`src/tdim_consts.vh`:
```
// Purpose: constants shared by the transfer descriptor done interrupt block
// Assumes: byte offsets on an 8-bit register address
// Notes:   field positions are bit indices in the 16-bit registers
`ifndef TDIM_CONSTS_VH
`define TDIM_CONSTS_VH

// ****************************************************************
// register offsets
// ****************************************************************
`define TDIM_OFS_SCHED_CTL    8'hce
`define TDIM_OFS_LATENCY      8'hd0
`define TDIM_OFS_IRQ_CLEAR    8'hd2
`define TDIM_OFS_IRQ_STATUS   8'hd4
`define TDIM_OFS_IRQ_ENABLE   8'hd6
`define TDIM_OFS_ISO_ANY      8'hd8
`define TDIM_OFS_PER_ANY      8'hda
`define TDIM_OFS_ASY_ANY      8'hdc
`define TDIM_OFS_ISO_ALL      8'hde
`define TDIM_OFS_PER_ALL      8'he0
`define TDIM_OFS_ASY_ALL      8'he2

// ****************************************************************
// field positions (status, clear and enable share one layout)
// ****************************************************************
`define TDIM_BIT_ISO          9
`define TDIM_BIT_ASY          8
`define TDIM_BIT_PER          7
`define TDIM_BIT_SOF          1
`define TDIM_BIT_SCHED_EN     0

// ****************************************************************
// reset values and sizes
// ****************************************************************
`define TDIM_MASK_RST         16'h0000
`define TDIM_REG_RST          16'h0000
`define TDIM_LAT_RST          4'h0
`define TDIM_NUM_TD           16
`define TDIM_NUM_MASK         6
`define TDIM_IRQ_USED         16'h0382

// ****************************************************************
// timing
// ****************************************************************
`define TDIM_MFRAME_US        125
`define TDIM_CLK_MHZ          250
`define TDIM_MFRAME_CYC       (`TDIM_MFRAME_US * `TDIM_CLK_MHZ)

`endif

```
`src/tdim_mask_mem.v`:
```
// Purpose: storage for the six 16-bit descriptor group masks
// Assumes: one write port, all words visible at once for the match logic
// Notes:   word order: iso any, periodic any, async any, iso all,
//          periodic all, async all
`timescale 1ns/10ps
`include "tdim_consts.vh"

module tdim_mask_mem (
	clk_sys,
	rst_sync_b,
	wr_en,
	wr_idx,
	wr_data,
	words
);
	input  wire         clk_sys;
	input  wire         rst_sync_b;
	input  wire         wr_en;
	input  wire [2:0]   wr_idx;
	input  wire [15:0]  wr_data;
	output wire [95:0]  words;

	genvar g;
	generate
		for (g = 0; g < `TDIM_NUM_MASK; g = g + 1) begin : g_word
			// one register per word keeps every word to a single driver
			reg [15:0] word_r;

			always @(posedge clk_sys or negedge rst_sync_b) begin
				if (!rst_sync_b) begin
					word_r <= `TDIM_MASK_RST;
				end else if (wr_en && ({29'h0, wr_idx} == g)) begin
					word_r <= wr_data;
				end
			end
			assign words[16*g +: 16] = word_r;
		end
	endgenerate
endmodule // tdim_mask_mem

```
`src/tdim_top.v`:
```
// Purpose: transfer descriptor done grouping into host interrupts
// Assumes: done bits and pass-done strobe come from logic on clk_sys
// Notes:   registers on a plain port, read data one cycle after strobe
//
// What this block does
// - An isochronous any-mask, reset zero, bit n for descriptor n, fires when any selected descriptor is done.
// - A periodic interrupt list any-mask, reset zero, fires when any selected descriptor is done.
// - An asynchronous list any-mask, reset zero, fires when any selected descriptor is done.
// - An isochronous all-mask, reset zero, fires only when every selected descriptor is done.
// - A periodic interrupt list all-mask, reset zero, fires only when every selected descriptor is done.
// - An asynchronous list all-mask, reset zero, fires only when every selected descriptor is done.
// - A clear mask bit leaves its descriptor out of that mask's group entirely.
// - Each of the three lists holds at most sixteen descriptors.
// - With scheduling on, the isochronous list runs first, then periodic, then asynchronous.
// - A descriptor counts as complete when its done bit from shared memory is set.
// - Interrupt latency is a whole number of 125 us microframes.
// - Four interrupt sources exist: isochronous, periodic, asynchronous and start-of-frame.
// - Enable bits 9, 8 and 7 gate iso, async and periodic completion onto the line.
//
// Design decision made here: the strobed register port.
`timescale 1ns/10ps
`include "tdim_consts.vh"

module tdim_top (
	clk_sys,
	rst_b,
	reg_addr,
	reg_wdata,
	reg_wr,
	reg_rd,
	reg_rdata,
	iso_td_done,
	per_td_done,
	asy_td_done,
	list_pass_done,
	iso_schedule_queue,
	periodic_schedule_queue,
	async_schedule_queue,
	mframe_tick,
	irq
);
	parameter MFRAME_CYC = `TDIM_MFRAME_CYC;

	input  wire         clk_sys;
	input  wire         rst_b;
	input  wire [7:0]   reg_addr;
	input  wire [15:0]  reg_wdata;
	input  wire         reg_wr;
	input  wire         reg_rd;
	output reg  [15:0]  reg_rdata;
	input  wire [15:0]  iso_td_done;
	input  wire [15:0]  per_td_done;
	input  wire [15:0]  asy_td_done;
	input  wire         list_pass_done;
	output wire         iso_schedule_queue;
	output wire         periodic_schedule_queue;
	output wire         async_schedule_queue;
	output reg          mframe_tick;
	output reg          irq;

	// ****************************************************************
	// helpers
	// ****************************************************************
	// any-result or all-result of one list; empty all-mask never matches
	function grp_hit;
		input [15:0] done;
		input [15:0] any_m;
		input [15:0] all_m;
		begin
			grp_hit = (|(done & any_m)) ||
				((|all_m) && ((done & all_m) == all_m));
		end
	endfunction

	// index of a mask word for an offset, 3'h7 when not a mask
	function [2:0] mask_idx;
		input [7:0] a;
		begin
			case (a)
			`TDIM_OFS_ISO_ANY: mask_idx = 3'h0;
			`TDIM_OFS_PER_ANY: mask_idx = 3'h1;
			`TDIM_OFS_ASY_ANY: mask_idx = 3'h2;
			`TDIM_OFS_ISO_ALL: mask_idx = 3'h3;
			`TDIM_OFS_PER_ALL: mask_idx = 3'h4;
			`TDIM_OFS_ASY_ALL: mask_idx = 3'h5;
			default:           mask_idx = 3'h7;
			endcase
		end
	endfunction

	// ****************************************************************
	// reset release
	// ****************************************************************
	reg        rst_meta_r;
	reg        rst_sync_r;
	wire       rst_sync_b;

	always @(posedge clk_sys or negedge rst_b) begin
		if (!rst_b) begin
			rst_meta_r <= 1'b0;
			rst_sync_r <= 1'b0;
		end else begin
			rst_meta_r <= 1'b1;
			rst_sync_r <= rst_meta_r;
		end
	end
	assign rst_sync_b = rst_sync_r;

	// ****************************************************************
	// mask storage
	// ****************************************************************
	wire [2:0]  wr_idx;
	wire        mask_wr;
	wire [95:0] masks;

	assign wr_idx  = mask_idx(reg_addr);
	assign mask_wr = reg_wr && (wr_idx != 3'h7);

	tdim_mask_mem u_masks (
		.clk_sys    (clk_sys),
		.rst_sync_b (rst_sync_b),
		.wr_en      (mask_wr),
		.wr_idx     (wr_idx),
		.wr_data    (reg_wdata),
		.words      (masks)
	);

	// ****************************************************************
	// control registers
	// ****************************************************************
	reg  [15:0] irq_en_r;
	reg  [15:0] irq_stat_r;
	reg  [15:0] irq_stat_nxt;
	reg  [3:0]  lat_r;
	reg         sched_en_r;
	wire        clr_wr;

	assign clr_wr = reg_wr && (reg_addr == `TDIM_OFS_IRQ_CLEAR);

	always @(posedge clk_sys or negedge rst_sync_b) begin
		if (!rst_sync_b) begin
			irq_en_r   <= `TDIM_REG_RST;
			lat_r      <= `TDIM_LAT_RST;
			sched_en_r <= 1'b0;
		end else if (reg_wr) begin
			case (reg_addr)
			`TDIM_OFS_IRQ_ENABLE: begin
				irq_en_r <= reg_wdata & `TDIM_IRQ_USED;
			end
			`TDIM_OFS_LATENCY: begin
				lat_r <= reg_wdata[3:0];
			end
			`TDIM_OFS_SCHED_CTL: begin
				sched_en_r <= reg_wdata[`TDIM_BIT_SCHED_EN];
			end
			default: begin
				irq_en_r <= irq_en_r;
			end
			endcase
		end
	end

	// ****************************************************************
	// completion grouping
	// ****************************************************************
	// done bits are levels; only a rising match counts as a new event so
	// a clear is not undone by descriptors still marked done
	wire [47:0] done_all;
	wire [2:0]  hit;
	reg  [2:0]  hit_d_r;

	assign done_all = {asy_td_done, per_td_done, iso_td_done};

	genvar l;
	generate
		for (l = 0; l < 3; l = l + 1) begin : g_list
			// any-mask in words 0..2, all-mask in words 3..5
			assign hit[l] = grp_hit(done_all[16*l +: 16],
				masks[16*l +: 16], masks[16*(l+3) +: 16]);
		end
	endgenerate

	always @(posedge clk_sys or negedge rst_sync_b) begin
		if (!rst_sync_b) begin
			hit_d_r <= 3'h0;
		end else begin
			hit_d_r <= hit;
		end
	end

	// ****************************************************************
	// microframe timer
	// ****************************************************************
	reg [15:0] mf_cnt_r;
	wire       mf_end;

	assign mf_end = (mf_cnt_r == MFRAME_CYC[15:0] - 16'h0001);

	always @(posedge clk_sys or negedge rst_sync_b) begin
		if (!rst_sync_b) begin
			mf_cnt_r    <= 16'h0000;
			mframe_tick <= 1'b0;
		end else begin
			mf_cnt_r    <= mf_end ? 16'h0000 : mf_cnt_r + 16'h0001;
			mframe_tick <= mf_end;
		end
	end

	// ****************************************************************
	// sticky status, set wins over clear
	// ****************************************************************
	reg [15:0] set_vec;

	always @* begin
		set_vec = 16'h0000;
		set_vec[`TDIM_BIT_ISO] = hit[0] & ~hit_d_r[0];
		set_vec[`TDIM_BIT_PER] = hit[1] & ~hit_d_r[1];
		set_vec[`TDIM_BIT_ASY] = hit[2] & ~hit_d_r[2];
		set_vec[`TDIM_BIT_SOF] = mframe_tick;
		irq_stat_nxt = irq_stat_r;
		if (clr_wr) begin
			irq_stat_nxt = irq_stat_r & ~reg_wdata;
		end
		irq_stat_nxt = irq_stat_nxt | set_vec;
	end

	always @(posedge clk_sys or negedge rst_sync_b) begin
		if (!rst_sync_b) begin
			irq_stat_r <= `TDIM_REG_RST;
		end else begin
			irq_stat_r <= irq_stat_nxt;
		end
	end

	// ****************************************************************
	// interrupt line with microframe latency
	// ****************************************************************
	// latency counts microframe ticks seen while an enabled event waits;
	// zero latency gives the line one cycle after the status bit
	reg  [3:0] lat_cnt_r;
	wire       pend;

	assign pend = |(irq_stat_r & irq_en_r);

	always @(posedge clk_sys or negedge rst_sync_b) begin
		if (!rst_sync_b) begin
			lat_cnt_r <= 4'h0;
			irq       <= 1'b0;
		end else begin
			if (!pend) begin
				lat_cnt_r <= 4'h0;
			end else if (mframe_tick && (lat_cnt_r != lat_r)) begin
				lat_cnt_r <= lat_cnt_r + 4'h1;
			end
			irq <= pend && (lat_cnt_r >= lat_r);
		end
	end

	// ****************************************************************
	// list execution order
	// ****************************************************************
	localparam [3:0] S_IDLE = 4'b0001;
	localparam [3:0] S_ISO  = 4'b0010;
	localparam [3:0] S_PER  = 4'b0100;
	localparam [3:0] S_ASY  = 4'b1000;

	reg [3:0] st_r;
	reg [3:0] st_nxt;

	// a pass starts each microframe; a late pass is dropped, not queued
	always @* begin
		st_nxt = st_r;
		case (st_r)
		S_IDLE: begin
			if (sched_en_r && mframe_tick) begin
				st_nxt = S_ISO;
			end
		end
		S_ISO: begin
			if (list_pass_done) begin
				st_nxt = S_PER;
			end
		end
		S_PER: begin
			if (list_pass_done) begin
				st_nxt = S_ASY;
			end
		end
		S_ASY: begin
			if (list_pass_done) begin
				st_nxt = S_IDLE;
			end
		end
		default: begin
			st_nxt = S_IDLE;
		end
		endcase
		if (!sched_en_r) begin
			st_nxt = S_IDLE;
		end
	end

	always @(posedge clk_sys or negedge rst_sync_b) begin
		if (!rst_sync_b) begin
			st_r <= S_IDLE;
		end else begin
			st_r <= st_nxt;
		end
	end

	assign iso_schedule_queue      = st_r[1];
	assign periodic_schedule_queue = st_r[2];
	assign async_schedule_queue    = st_r[3];

	// ****************************************************************
	// register read
	// ****************************************************************
	reg [15:0] rd_nxt;

	always @* begin
		case (reg_addr)
		`TDIM_OFS_SCHED_CTL:  rd_nxt = {15'h0000, sched_en_r};
		`TDIM_OFS_LATENCY:    rd_nxt = {12'h000, lat_r};
		`TDIM_OFS_IRQ_STATUS: rd_nxt = irq_stat_r;
		`TDIM_OFS_IRQ_ENABLE: rd_nxt = irq_en_r;
		`TDIM_OFS_ISO_ANY:    rd_nxt = masks[15:0];
		`TDIM_OFS_PER_ANY:    rd_nxt = masks[31:16];
		`TDIM_OFS_ASY_ANY:    rd_nxt = masks[47:32];
		`TDIM_OFS_ISO_ALL:    rd_nxt = masks[63:48];
		`TDIM_OFS_PER_ALL:    rd_nxt = masks[79:64];
		`TDIM_OFS_ASY_ALL:    rd_nxt = masks[95:80];
		default:              rd_nxt = 16'h0000;
		endcase
	end

	// data stand only in the cycle after the strobe
	always @(posedge clk_sys or negedge rst_sync_b) begin
		if (!rst_sync_b) begin
			reg_rdata <= 16'h0000;
		end else begin
			reg_rdata <= reg_rd ? rd_nxt : 16'h0000;
		end
	end
endmodule // tdim_top

```
`config.mk`:
```
export PLATFORM = sky130hd
export DESIGN_NAME = tdim_top
export DESIGN_NICKNAME = d
export VERILOG_FILES = /design/src/tdim_mask_mem.v /design/src/tdim_top.v
export VERILOG_INCLUDE_DIRS = /design/src
export SDC_FILE = /design/constraint.sdc
export NUM_CORES = 1
export LEC_CHECK = 0
export BUFFER_PORTS_ARGS = -buffer_cell sky130_fd_sc_hd__buf_2
export CAP_MARGIN = 5
export CORE_ASPECT_RATIO = 0.5
export CORE_MARGIN = 2
export CORE_UTILIZATION = 54
export CTS_BUF_LIST = sky130_fd_sc_hd__clkbuf_2 sky130_fd_sc_hd__clkbuf_4 sky130_fd_sc_hd__clkbuf_8
export CTS_CLUSTER_SIZE = 30
export DETAILED_ROUTE_END_ITERATION = 7
export PLACE_DENSITY = 0.86
export REMOVE_ABC_BUFFERS = 1
export SLEW_MARGIN = 20
export SYNTH_ARGS = -nofsm -noshare
export SYNTH_HDL_FRONTEND = slang
export SYNTH_SLANG_ARGS = --single-unit
```
`constraint.sdc`:
```
create_clock -name clk_sys -period 9.47 [get_ports clk_sys]
set_input_delay 1.4205 -clock clk_sys [delete_from_list [all_inputs] [get_ports clk_sys]]
set_output_delay 1.4205 -clock clk_sys [all_outputs]
set_load 0.01 [all_outputs]
```
==> out/results.ini <==
[pwr]
power.density_nw_per_um2=154
clkPwrFrac=0.355
comb_power_share=0.092
switching_share=0.292
p_sw_mw=0.413
p_leak_nw=4.27
pwr-share-seq=0.552
peakVddDrop_mv=0.0604
total_power_mw=1.42
p_int_mw=1.00

[timing]
min_period_over_period=0.395
fmax_mhz=267
hold_viol=0
slew_viol_final=0
clock-skew-final_ps=14.3
slew_headroom=0.211
hold_slack_ps=334
setup_viol=0
rsz0062_at_grt=no
tightest_slew_ps=1180
period_needed_ps=3740
finalSetupTns_ps=0

[clock_tree]
clock-sinks=168
clk_pin_slew_ps=100
clockRootBuffer=clkbuf_8
post_cts_buffers=0
clockBufferDepth=2
cts_inserted_buffers=17
cts_max_level=4
clkLatencyLatePin_ps=470
cts_hold_buffers=0
cts_tree=yes
cts_resized=0

[floorplanning]
dieArea_um2=16000
core_um2=14500
ios=98
row_count=31
initial_utilization=0.555
die_y_um=90.4
die_w_um=177

[logic_synthesis]
yosysTopAreaCellShare=0.518
ys_seq_elements=168
synth_top_family_by_area=multiplexers
ys.flop_type=dfrtp_1
synth.most_common_cell=dfrtp_1
synth_compound_area_frac=0.129
synth_fa_ha_area_frac=0.0109
synth_edf_count=0
synthMuxAreaShare=0.176
synth_commonest_cells=167 x dfrtp_1, 111 x mux2_2, 33 x nand2b_1
syn_area_um2=8070
synth-async-reset-ratio=1.00
synth.avg_cell_area_um2=12.1
ys_types=56
synthSimpleGateAreaFrac=0.116
yosys.area.top_type=dfrtp_1
synth_area_leaders=dfrtp_1 52%, mux2_2 15%, nand2b_1 2.6%
seq_area_frac_synth=0.521
synthCells=666
synth_xor_xnor_area_share=0.0185
ys.warnings.count=0

[placed_design]
hpwl_mm=16.8
post-place-cells=945
port_buffers=97
place.gp.congestion=1.05

[layout]
diodes=0
fin_cells=978
nets=851
synthToLayoutAreaGrowth_pct=13.6
post_route_cells_drive_above_1_share=0.350

[setup_path]
rr_worst_depth=2
worstSetupStartpointType=input port
critPathCaptureType=flip-flop
crit_type=in -> reg
critical_path_peak_fanout=29
r2r_slack_ps=7180
crit_required_ps=9820
cp_data_arrival_time_ps=4090
reg2reg_to=u_masks.g_word[1].word_r[8]$_DFFE_PN0P_
crit_start=reg_addr[3]
r2r-start=rst_sync_b$_DFF_PN0_

[grt]
grt_remaining_overflow=0
grt_pass1_vias=6555
grt_max_degree=62
grt_pass1_wl_mm=36.3
grtUsageTotal=0.302
antenna_found_initial=0

[drt]
vias_per_cell=6.72
dr.pass1.iters=8
vias=6570
drt_wl_total_mm=23.7
antenna_left=0
drt_iter0_drc=1007
post_drt_wl_per_cell_um=24.2
drcViolationCount=1

[run_status]
status=complete, but fails checks
violations=design-rule violations

[min_path]
min-delay-path-class=reg -> async

[run]
drv_cap=0

[flip-flops by register name, indices dropped and copies added, names as in the netlist, 3 cells and up]
| register | cells |
|---|---|
| irq_stat_r | 16 |
| reg_rdata | 16 |
| u_masks.g_word.word_r | 96 |
| hit_d_r | 3 |
| lat_r | 4 |
| irq_en_r | 4 |
| mf_cnt_r | 16 |
| lat_cnt_r | 4 |
| st_r | 4 |
[metrics by stage]
step	cell area (µm²)	worst slack, ps	util
after global placement	8760	5560	0.602
after CTS	9150	5940	0.629
after floorplan	7960	4440	-
after detailed placement	8760	5520	0.602
after global routing	9170	5750	0.630
final	9170	5730	0.630
[power groups by stage]
stage	sequential, mW	combinational, mW	clock (mW)
after floorplan	0.785	0.0657	0
after global placement	0.792	0.123	0
after detailed placement	0.793	0.126	0
after CTS	0.780	0.128	0.506
after global routing	0.784	0.141	0.542
final	0.782	0.131	0.502
[placed cells by master, fill, tap and decap left out, drive strengths merged, types with 4 or more instances in the layout]
cell     count
xnor2       11
nor2        33
a222oi      20
nor2b        4
nor3        13
o21ai        4
nand4       12
nand3        6
a22o        17
a31oi        6
a221oi      14
buf        105
nand2b      33
mux2       121
a22oi       13
xor2         6
a21boi      14
o22ai        4
dfrtp      167
clkinv       5
nor4        21
clkbuf      17
inv         36
a21oi       20
nand2       27
ha           7
o2111ai     10
[how the worst max path moves through the flow]
| stage | end | slack (ps) |
|---|---|---|
| floorplan | hit_d_r[0]$_DFF_PN0_ | 4440 |
| global placement | u_masks.g_word[1].word_r[6]$_DFFE_PN0P_ | 5560 |
| detailed placement | u_masks.g_word[4].word_r[12]$_DFFE_PN0P_ | 5520 |
| CTS | u_masks.g_word[4].word_r[9]$_DFFE_PN0P_ | 5940 |
| global route | u_masks.g_word[4].word_r[9]$_DFFE_PN0P_ | 5750 |
| finish | u_masks.g_word[4].word_r[9]$_DFFE_PN0P_ | 5730 |
[critical path, cell delays in order]
cell	delay, ps
buf_2	330
or4_1	590
nor2_2	770
nand2_2	520
mux2_2	430
[layer usage]
metal | track usage | wire [µm] | up-vias
met5 | 0 | 0 | -
met4 | 0.138 | 1010 | 0
met3 | 0.101 | 3060 | 110
met2 | 0.459 | 10600 | 477
met1 | 0.394 | 9040 | 3249
li1 | - | - | 2734
[kinds of logic after synthesis]
family                   count (synthesis)
AND/OR/NAND/NOR                        165
multiplexers                           123
buffers and inverters                   52
other                                    1
flip-flops                             168
AO/OA/AOI/OAI                          133
XOR/XNOR                                17
adder cells (fa/ha/maj)                  7
[area by class of cell]
| cell class | instances | area, µm² |
|---|---|---|
| clock inverter | 15 | 160 |
| tap | 198 | 248 |
| sequential | 168 | 4210 |
| inverter | 29 | 109 |
| clock buffer | 17 | 234 |
| timing repair buffer | 105 | 553 |
| multi-input combinational | 446 | 3650 |
| fill | 1085 | 5380 |
No activity file was read; power rests on OpenSTA's default activity.
